<file path="src/core/lss_pkg.sv">
package lss_pkg;

   // Frame length and CAN identifiers for the layer setting exchange.
   localparam int FRAME_BYTES = 8;
   localparam logic [10:0] ID_REQUEST = 11'h7E5;
   localparam logic [10:0] ID_RESPONSE = 11'h7E4;

   // Command specifiers.
   localparam logic [7:0] CS_SWITCH_GLOBAL = 8'h04;
   localparam logic [7:0] CS_SEL_VENDOR = 8'h40;
   localparam logic [7:0] CS_SEL_PRODUCT = 8'h41;
   localparam logic [7:0] CS_SEL_REVISION = 8'h42;
   localparam logic [7:0] CS_SEL_SERIAL = 8'h43;
   localparam logic [7:0] CS_SEL_CONFIRM = 8'h44;
   localparam logic [7:0] CS_SET_NODE = 8'h11;
   localparam logic [7:0] CS_SET_RATE = 8'h13;

   // Mode byte values of the global switch.
   localparam logic [7:0] MODE_WAIT = 8'h00;
   localparam logic [7:0] MODE_CONFIG = 8'h01;

   // Error codes of confirmations.
   localparam logic [7:0] ERR_NONE = 8'h00;
   localparam logic [7:0] ERR_INVALID = 8'h01;

   // Node identifier limits and reset value.
   localparam logic [7:0] NODE_MIN = 8'h01;
   localparam logic [7:0] NODE_MAX = 8'h7F;
   localparam logic [6:0] NODE_RESET = 7'h7F;

   // Bit rate table selector and reset index.
   localparam logic [7:0] RATE_TABLE = 8'h00;
   localparam logic [3:0] RATE_RESET = 4'h0;

   // Byte positions inside a frame.
   localparam int BYTE_CS = 0;
   localparam int BYTE_ARG = 1;
   localparam int BYTE_IDX = 2;

endpackage

</file>
<file path="src/core/lss_slave_config_responder.sv">
// Contract
// RULE1: Frames carry eight bytes, command first, zero padding.
// RULE2: Requests use 7E5, responses use 7E4.
// RULE3: Slave holds four 32-bit identity values.
// RULE4: Configure only in configuration mode; master switches.
// RULE5: Global switch 04 selects wait or configuration.
// RULE6: Selective switch sends 40, 41, 42, 43.
// RULE7: Full identity match enters configuration, replies 44.
// RULE8: Node request 11 carries identifier 01 to 7F.
// RULE9: Node reply 11 with error 00 or 01.
// RULE10: Rate request 13, selector 00, table index.
// RULE11: Rate reply 13 with error 00 or 01.
// RULE12: Identity values travel least significant byte first.
// RULE13: Identity mismatch drops selection silently, no reply.
`timescale 1ns/1ps
`default_nettype none

module lss_slave_config_responder
   import lss_pkg::*;
#(
   parameter logic [31:0] VENDOR_ID = 32'h0000_0001, // Arbitrary value.
   parameter logic [31:0] PRODUCT_CODE = 32'h0000_0002, // Arbitrary value.
   parameter logic [31:0] REVISION_NO = 32'h0000_0003, // Arbitrary value.
   parameter logic [31:0] SERIAL_NO = 32'h0000_0004 // Arbitrary value.
)(
   input wire logic MCLK,
   input wire logic RST_N,
   input wire logic RX_VALID,
   input wire logic [10:0] RX_ID,
   input wire logic [3:0] RX_DLC,
   input wire logic [63:0] RX_DATA,
   output logic TX_VALID,
   output logic [10:0] TX_ID,
   output logic [3:0] TX_DLC,
   output logic [63:0] TX_DATA,
   output logic CONFIG_MODE,
   output logic [6:0] NODE_ID,
   output logic [3:0] RATE_INDEX
);

   // Selective switch progress, one-hot.
   typedef enum logic [3:0] {
      SEL_VENDOR = 4'h1,
      SEL_PRODUCT = 4'h2,
      SEL_REVISION = 4'h4,
      SEL_SERIAL = 4'h8
   } sel_t;

   sel_t sel_q, sel_d; // Next expected selective step.
   logic config_q, config_d; // High in configuration mode.
   logic [6:0] node_q, node_d; // Pending node identifier.
   logic [3:0] rate_q, rate_d; // Pending bit rate index.
   logic tx_valid_q, tx_valid_d; // Response strobe.
   logic [63:0] tx_data_q, tx_data_d; // Response payload.
   logic rate_ok; // Bit rate request is acceptable.
   logic take; // A well formed request arrived.
   logic [7:0] cs; // Command specifier of the request.
   logic [7:0] arg; // Byte 1 of the request.
   logic [7:0] idx; // Byte 2 of the request, the bit rate table index.
   logic [31:0] rx_word; // Identity value in bytes 1 to 4.

   // Extracts byte n of a frame; byte 0 sits in the low bits.
   function automatic logic [7:0] frame_byte(input logic [63:0] f, input int n);
      frame_byte = f[8*n +: 8];
   endfunction

   // Builds a response frame with command and one argument, rest zero.
   function automatic logic [63:0] reply(input logic [7:0] c, input logic [7:0] a);
      reply = {48'h0000_0000_0000, a, c}; // RULE1
   endfunction

   // Only eight byte frames on the request identifier are handled.
   assign take = RX_VALID && (RX_ID == ID_REQUEST) && (RX_DLC == 4'(FRAME_BYTES)); // RULE2 RULE1
   assign cs = frame_byte(RX_DATA, BYTE_CS);
   assign arg = frame_byte(RX_DATA, BYTE_ARG);
   assign idx = frame_byte(RX_DATA, BYTE_IDX);
   // Bytes 1 to 4, least significant byte first.
   assign rx_word = RX_DATA[8*BYTE_ARG +: 32]; // RULE12

   // Bit rate index decode.
   lss_rate_check u_rate (
      .selector(arg),
      .index(idx),
      .ok(rate_ok)
   );

   // Request interpreter: computes mode, selection, settings and reply.
   always_comb begin
      sel_d = sel_q;
      config_d = config_q;
      node_d = node_q;
      rate_d = rate_q;
      tx_valid_d = 1'b0;
      tx_data_d = tx_data_q;
      if (take) begin
         unique case (cs)
            CS_SWITCH_GLOBAL: begin
               // Any other mode byte is ignored.
               if (arg == MODE_WAIT) begin
                  config_d = 1'b0; // RULE5 RULE4
               end else if (arg == MODE_CONFIG) begin
                  config_d = 1'b1; // RULE5 RULE4
               end
            end
            CS_SEL_VENDOR: begin
               // A vendor frame always restarts the selection.
               sel_d = (rx_word == VENDOR_ID) ? SEL_PRODUCT : SEL_VENDOR; // RULE6 RULE3 RULE13
            end
            CS_SEL_PRODUCT: begin
               sel_d = (sel_q == SEL_PRODUCT && rx_word == PRODUCT_CODE) ?
                       SEL_REVISION : SEL_VENDOR; // RULE6 RULE3 RULE13
            end
            CS_SEL_REVISION: begin
               sel_d = (sel_q == SEL_REVISION && rx_word == REVISION_NO) ?
                       SEL_SERIAL : SEL_VENDOR; // RULE6 RULE3 RULE13
            end
            CS_SEL_SERIAL: begin
               sel_d = SEL_VENDOR;
               if (sel_q == SEL_SERIAL && rx_word == SERIAL_NO) begin
                  config_d = 1'b1; // RULE7
                  tx_valid_d = 1'b1; // RULE7
                  tx_data_d = reply(CS_SEL_CONFIRM, 8'h00); // RULE7
               end
            end
            CS_SET_NODE: begin
               // Ignored in wait mode.
               if (config_q) begin
                  tx_valid_d = 1'b1; // RULE4
                  if (arg >= NODE_MIN && arg <= NODE_MAX) begin
                     node_d = arg[6:0]; // RULE8
                     tx_data_d = reply(CS_SET_NODE, ERR_NONE); // RULE9
                  end else begin
                     tx_data_d = reply(CS_SET_NODE, ERR_INVALID); // RULE9
                  end
               end
            end
            CS_SET_RATE: begin
               if (config_q) begin
                  tx_valid_d = 1'b1; // RULE4
                  if (rate_ok) begin
                     // Only indices up to eight pass the check, so four bits hold all.
                     rate_d = idx[3:0]; // RULE10
                     tx_data_d = reply(CS_SET_RATE, ERR_NONE); // RULE11
                  end else begin
                     tx_data_d = reply(CS_SET_RATE, ERR_INVALID); // RULE11
                  end
               end
            end
            default: begin
               // Other services are not handled here.
            end
         endcase
      end
   end

   // State registers.
   always_ff @(posedge MCLK or negedge RST_N) begin
      if (!RST_N) begin
         sel_q <= SEL_VENDOR;
         config_q <= 1'b0;
         node_q <= NODE_RESET;
         rate_q <= RATE_RESET;
         tx_valid_q <= 1'b0;
         tx_data_q <= 64'h0000_0000_0000_0000;
      end else begin
         sel_q <= sel_d;
         config_q <= config_d;
         node_q <= node_d;
         rate_q <= rate_d;
         tx_valid_q <= tx_valid_d;
         tx_data_q <= tx_data_d;
      end
   end

   // Outputs come straight from flip-flops or are constants.
   assign TX_VALID = tx_valid_q;
   assign TX_ID = ID_RESPONSE; // RULE2
   assign TX_DLC = 4'(FRAME_BYTES); // RULE1
   assign TX_DATA = tx_data_q;
   assign CONFIG_MODE = config_q;
   assign NODE_ID = node_q;
   assign RATE_INDEX = rate_q;
endmodule

`default_nettype wire

</file>
<file path="src/core/lss_rate_check.sv">
`timescale 1ns/1ps
`default_nettype none

// Checks a bit rate request: selector must be the standard table and the
// index one of the supported entries (0, 2, 3, 4, 6, 7 or 8).
module lss_rate_check
   import lss_pkg::*;
(
   input wire logic [7:0] selector,
   input wire logic [7:0] index,
   output logic ok
);

   // Combinational decode of the supported table entries.
   always_comb begin
      unique case (index)
         8'h00, 8'h02, 8'h03, 8'h04, 8'h06, 8'h07, 8'h08: ok = (selector == RATE_TABLE);
         default: ok = 1'b0;
      endcase
   end

endmodule

`default_nettype wire

</file>
<file path="config.mk">
export PLATFORM = sky130hd
export DESIGN_NAME = lss_slave_config_responder
export DESIGN_NICKNAME = d
export VERILOG_FILES = /design/src/core/lss_pkg.sv /design/src/core/lss_slave_config_responder.sv /design/src/core/lss_rate_check.sv
export SDC_FILE = /design/constraint.sdc
export NUM_CORES = 1
export LEC_CHECK = 0
export ABC_AREA = 1
export BUFFER_PORTS_ARGS = -buffer_cell sky130_fd_sc_hd__buf_4
export CAP_MARGIN = 20
export CORE_ASPECT_RATIO = 0.6
export CORE_MARGIN = 4
export CORE_UTILIZATION = 39
export DETAILED_ROUTE_END_ITERATION = 10
export PLACE_DENSITY = 0.81
export SLEW_MARGIN = 20
export SYNTH_ARGS = -nofsm -noshare
export SYNTH_HDL_FRONTEND = slang
export SYNTH_SLANG_ARGS = --single-unit
export TNS_END_PERCENT = 10
</file>
<file path="constraint.sdc">
create_clock -name MCLK -period 1.7 [get_ports MCLK]
set_clock_uncertainty 0.15 [all_clocks]
set_input_delay 0.34 -clock MCLK [delete_from_list [all_inputs] [get_ports MCLK]]
set_output_delay 0.34 -clock MCLK [all_outputs]
set_load 0.005 [all_outputs]
</file>
==> reports/qor.yml, run 1 <==
period_share_pct: 88.56
layout_min_cycle_time_ps: 1506
chipHeight_um: 64.27
crit_type: "flop to flop"
p_leak_uw: 0.001406
hold_viol_final: 0
cap_violations: 0
finalSetupViolations: 0
dieArea_um2: 6542
fmax_mhz: 664.2
dp_slack_ps: -42.10
place_hpwl_um: 4155
clk_pin_slew_ps: 80
avgSynthCellArea_um2: 6.953
synth-seq-area-share_pct: 26.02
vdd_drop_max_uv: 239.8
cts_tree: "done"
synth_area_um2: 2058
cp-start-kind: "flop"
cp.arrival_ps: 1510
endpoint_kind: "flop"
via_per_inst: 3.989
crit_fanout: 5
wl_per_cell_um: 10.44
core.rowCount: 20
cp.required_ps: 1710
final_area_um2: 2552
initial_utilization_pct: 40.52
final_util_pct: 50.25
final_nets: 467
design.portCount: 174
syn2layout_area_growth_pct: 24.01
grt_pass1_vias: 1547
wl_um: 4696
grt_pass1_wl_um: 6982
place_congestion: 0.8139
firstDrtPassIters: 4
vias: 1795
setup_slack_ps: 194.4
htree_levels: 1
rsz0062_at_grt: "no"
grt_max_degree: 22
ys_warn_count: 0
post_route_cells_drive_above_1_share_pct: 34.11
ant_nets: 0
clockBufferDepth: 2
fp.dieW_um: 101.8
cts_setup_buffers: 0
antenna_found_initial: 0
io_buffers: 76
status: "finished, final reports clean"
num_antenna_cells: 0
synth_seq_cells: 21
cts_made_buffers: 3
grt-ovfl-total: 0
cts_sinks: 21
core-area_um2: 5080
drt_iter0_markers: 59
clock_latency_ps: 260
root_buffer: "clkbuf_8"
grt_usage_pct: 13.41
synth_cells: 296
finalMaxSlewViolations: 0
synth.distinct_cells: 28
drcViolationCount: 0
min-delay-path-class: "input port to flop"
post_dp_cell_area_um2: 2494
p_per_area_nw_per_um2: 419.4
sequential cells by signal (all words and copies together) (netlist names):
name         count
NODE_ID          7
RATE_INDEX       4
TX_DATA          4
sel_q            4
CONFIG_MODE      1
TX_VALID         1
power by group:
group	internal, uW	switching [uW]
Sequential	500	0.00259
Clock	164	171
Combinational	114	122
Total	778	293
Yosys cell counts:
| library cell | count | share of area (%) |
|---|---|---|
| a21oi_1 | 3 | 0.73 |
| nand3b_2 | 1 | 0.55 |
| buf_6 | 1 | 0.55 |
| nor2_2 | 4 | 1.2 |
| nand4_4 | 1 | 1.0 |
| dfstp_2 | 8 | 10 |
| o21ai_0 | 8 | 1.9 |
| nor2_1 | 44 | 8.0 |
| nand2_1 | 56 | 10 |
| nand3_1 | 12 | 2.9 |
| a21boi_0 | 1 | 0.36 |
| dfrtp_1 | 13 | 16 |
| inv_1 | 31 | 5.7 |
| nor3_1 | 2 | 0.49 |
| nand3b_1 | 2 | 0.73 |
| nand4_2 | 1 | 0.61 |
| or2_2 | 2 | 0.61 |
| nand4_1 | 2 | 0.61 |
| o21bai_1 | 1 | 0.36 |
| nand2_2 | 6 | 1.8 |
| o21ai_1 | 4 | 0.97 |
| o21ai_2 | 7 | 3.0 |
| nor2_4 | 5 | 2.7 |
| buf_4 | 75 | 27 |
| o22ai_1 | 1 | 0.30 |
| inv_2 | 2 | 0.36 |
| nand3_2 | 1 | 0.49 |
| conb_1 | 2 | 0.36 |
cell usage in the layout, fill, tap and decap left out:
| cell | count |
|---|---|
| a21boi_0 | 1 |
| a21oi_1 | 3 |
| buf_4 | 88 |
| clkbuf_8 | 3 |
| clkinv_2 | 1 |
| conb_1 | 73 |
| dfrtp_1 | 13 |
| dfstp_2 | 8 |
| dlygate4sd3_1 | 1 |
| inv_1 | 31 |
| inv_2 | 2 |
| nand2_1 | 56 |
| nand2_2 | 6 |
| nand3_1 | 12 |
| nand3_2 | 1 |
| nand3b_1 | 2 |
| nand3b_2 | 1 |
| nand4_1 | 2 |
| nand4_2 | 1 |
| nand4_4 | 1 |
| nor2_1 | 43 |
| nor2_2 | 5 |
| nor2_4 | 5 |
| nor3_1 | 2 |
| o21ai_0 | 8 |
| o21ai_1 | 4 |
| o21ai_2 | 7 |
| o21bai_1 | 1 |
| o22ai_1 | 1 |
| or2_2 | 2 |
repair_timing:
| action | 4_1_cts | 5_1_grt |
|---|---|---|
| endpoints found under the setup margin | 0 | 1 |
| resized for setup | 0 | 1 |
| endpoints found under the hold margin | 13 | 0 |
| hold buffers | 1 | 0 |
critical path, stage by stage (launching register included):
cell and delay, ps:
dfrtp_1 400, nor2_1 170, nand4_1 130, nor2_2 140, nand3_2 100, nand2_2 110
nand2_2 80, nand2_1 70, nand2_1 50
metrics by stage:
step	instances	TNS, ps	total power (uW)	hold slack (ps)
after floorplan	367	0	717.9	-105.6
after global placement	445	-2.332	734.4	92.07
after detailed placement	445	-85.22	739.3	94.79
after CTS	450	0	1080	149.7
after global routing	450	0	1129	149.0
final	450	0	1071	151.0
path summary, 6_finish.rpt:
check,depth (start not counted),slack (ps),to,startpoint
max,8,190,TX_DATA[4],sel_q[1]
min reg2reg,2,330,NODE_ID[4],NODE_ID[4]
max in group asynchronous,2,780,NODE_ID[3],RST_N
min,3,150,NODE_ID[6],RX_DATA[14]
min in group asynchronous,2,350,RATE_INDEX[2],RST_N
max reg2reg,8,190,TX_DATA[4],sel_q[1]
per-layer routing:
| layer | part of all wire [%] | GRT usage, % |
|---|---|---|
| met4 | 0.60 | 2.985 |
| met3 | 9.3 | 3.490 |
| met1 | 45 | 19.04 |
| met2 | 45 | 20.28 |
| met5 | 0 | 0 |
layout make-up:
type	instances	area (um^2)
fill	521	2527
multi-input combinational	237	1094
timing repair buffer	89	670.6
sequential	21	535.5
inverter	33	123.9
tap	66	82.58
clock buffer	3	41.29
clock inverter	1	5.005
logic make-up (layout without fill, tap and decap cells):
| logic type | Yosys count | count (layout) | share of synthesized area, % |
|---|---|---|---|
| AO/OA/AOI/OAI | 25 | 25 | 7.660 |
| buffers and inverters | 109 | 126 | 33.92 |
| flip-flops | 21 | 21 | 26.02 |
| other | 2 | 73 | 0.3649 |
| AND/OR/NAND/NOR | 139 | 139 | 32.04 |
Power figures use the tool's default switching activity.
==> inputs of run 2 (changes only) <==
--- a/config.mk
+++ b/config.mk
@@ -5,12 +5,11 @@
 export SDC_FILE = /design/constraint.sdc
 export NUM_CORES = 1
 export LEC_CHECK = 0
-export ABC_AREA = 1
 export BUFFER_PORTS_ARGS = -buffer_cell sky130_fd_sc_hd__buf_4
 export CAP_MARGIN = 20
 export CORE_ASPECT_RATIO = 0.6
 export CORE_MARGIN = 4
-export CORE_UTILIZATION = 39
+export CORE_UTILIZATION = 37
 export DETAILED_ROUTE_END_ITERATION = 10
 export PLACE_DENSITY = 0.81
 export SLEW_MARGIN = 20
==> run 2 against run 1 <==
  * The run now ends with negative setup slack left
  * Die area fell by 4.4%
  * Critical path type unchanged
  * Critical endpoint unchanged
  * Global-route usage increased by 2.8 points
  * Largest power group unchanged
  * Final cell count is 16% lower
  * Fmax is 24% lower
==> reports/qor.yml, run 2 <==
status: "finished, violations left"
violations: "negative setup slack"
cts_sinks: 21
setup_slack_ps: -280.5
avgSynthCellArea_um2: 9.147
final_area_um2: 2610
io_buffers: 76
cp-start-kind: "flop"
drt_iter0_markers: 76
cap_violations: 0
fp.dieW_um: 99.46
chipHeight_um: 62.87
synth.most_common_cell: "buf_4"
cp.arrival_ps: 1980
rr_startpoint: "sel_q[1]"
synth.distinct_cells: 47
cp.required_ps: 1700
endpoint_kind: "flop"
finalSetupViolations: 20
cts_tree: "done"
final_nets: 396
grt_max_degree: 22
synth_edf_count: 0
clockBufferDepth: 2
reg2reg_setup_slack_ps: -280
rsz0062_at_grt: "yes"
largest_reg_flops: 7
crit_path_max_incr_delay_ps: 540
whs_endpoint: "NODE_ID[2]"
hold_viol_final: 0
place_congestion: 0.8320
clk_pin_slew_ps: 90
cp_num_buf_inv: 0
crit_slowest_cell: "or4b_4"
cts_made_buffers: 3
syn2layout_area_growth_pct: 40.57
core-area_um2: 4707
fin_cells: 376
num_antenna_cells: 0
drcViolationCount: 0
post_dp_cell_area_um2: 2439
crit_fanout: 4
synth_seq_cells: 21
grt_usage_pct: 16.20
initial_utilization_pct: 39.45
layout_min_cycle_time_ps: 1980
finalMaxSlewViolations: 0
p_leak_uw: 0.001332
grt_pass1_wl_um: 8031
firstDrtPassIters: 6
place_hpwl_um: 4470
rr_endpoint: "TX_DATA[4]"
wl_per_cell_um: 14.47
clock_latency_ps: 270
synth_top_cells_by_count: "75 x buf_4, 13 x dfrtp_1, 9 x nand2_1, 8 x dfstp_2, 8 x mux2_2"
dieArea_um2: 6253
grt_pass1_vias: 1616
async_reset_ff_share_pct: 100.0
synth_top_cell_by_area: "buf_4"
grt-ovfl-total: 0
synth_area_um2: 1857
power.total_uw: 1104
vdd_drop_max_uv: 273.4
ant_nets: 0
crit_type: "flop to flop"
ys_warn_count: 0
min-delay-path-class: "input port to flop"
layout_commonest_cell: "buf_4"
worstHoldStart: "RX_DATA[10]"
period_share_pct: 116.5
design.portCount: 174
via_per_inst: 4.476
synth_area_leaders: "buf_4 30%, dfrtp_1 18%, dfstp_2 11%, mux2_2 4.9%, nor4_1 2.4%"
vias: 1683
antenna_found_initial: 0
post_route_cells_drive_above_1_share_pct: 48.56
root_buffer: "clkbuf_8"
fmax_mhz: 504.9
synth-seq-area-share_pct: 28.84
crit_top_cell: "o31ai_1"
synth_flop_cell: "dfrtp_1"
path_cells: "or4b_4 > nor4_4 > nand4_1 > o31ai_1 > o31ai_1"
min_path_cells: 2
htree_levels: 1
p_per_area_nw_per_um2: 422.9
layout_common_cells: "108 x buf_4, 73 x conb_1, 13 x dfrtp_1"
placedCellCount: 368
synth_cells: 203
netlist.area_leader.share_pct: 30.32
core.rowCount: 19
reg2regPathDepth: 5
critical_path.top_delay_family: "simple AND/OR/NAND/NOR gates"
wl_um: 5441
run 2: kinds of logic (layout without fill, tap and decap cells):
logic type	count (synthesis)	count (layout)	synth area share [%]
AO/OA/AOI/OAI	19	19	6.806
flip-flops	21	21	28.84
AND/OR/NAND/NOR	67	67	24.66
buffers and inverters	81	120	31.54
other	2	73	0.4045
multiplexers	13	13	7.749
run 2: worst register-to-register path: stages (launching register included):
cell and delay, ps:
dfrtp_1 400, or4b_4 540, nor4_4 170, nand4_1 220, o31ai_1 270, o31ai_1 110
run 2: cell type report:
cell class | instances | area, um^2
well taps | 63 | 78.83
fillers | 441 | 2097
inverters | 5 | 18.77
multi-input cells | 172 | 1085
clock buffers | 3 | 41.29
repair buffers | 111 | 843.3
clock inverters | 1 | 7.507
flip-flops and latches | 21 | 535.5
run 2: what timing repair did:
item                                   CTS  global route
buffers inserted                         3             0
setup endpoints to repair               21            21
hold buffers                             1             0
pin swaps                                6             3
endpoints found under the hold margin   13             0
gates resized for setup                 11             7
run 2: routing by layer:
layer  routed length, um  track usage [%]
met2                2758            26.67
met3                 507            4.905
met4                  68            3.748
met5                   0                0
met1                2106            20.84
run 2: worst max-delay path by stage:
| stage | from | to | slack (ps) | depth (start not counted) |
|---|---|---|---|---|
| global route | RX_DATA[9] | RATE_INDEX[3] | -360 | 6 |
| CTS | RX_DATA[9] | RATE_INDEX[0] | -270 | 6 |
| global placement | RX_DATA[9] | RATE_INDEX[2] | -580 | 6 |
| detailed placement | RX_DATA[9] | RATE_INDEX[2] | -660 | 6 |
| floorplan | RX_DATA[9] | RATE_INDEX[2] | -380 | 5 |
| finish | sel_q[1] | TX_DATA[4] | -280 | 5 |
run 2: per-stage QoR:
step | hold slack (ps) | util [%] | setup slack [ps] | setup TNS [ps]
3_5_place_dp | 97.78 | 51.81 | -657.3 | -9647
3_3_place_gp | 89.93 | 51.81 | -577.5 | -9158
5_1_grt | 169.8 | 55.45 | -363.3 | -3616
2_1_floorplan | -105.6 | - | -380.4 | -3741
6_report | 172.0 | 55.45 | -280.5 | -2416
4_1_cts | 168.2 | 54.84 | -274.3 | -2473
run 2: power by group:
group	internal, uW	leakage (uW)	switching (uW)	total, uW
Clock	166	0.0000217	186	353
Combinational	129	0.00106	122	251
Sequential	500	0.000254	0.00108	500
Total	796	0.00133	308	1100
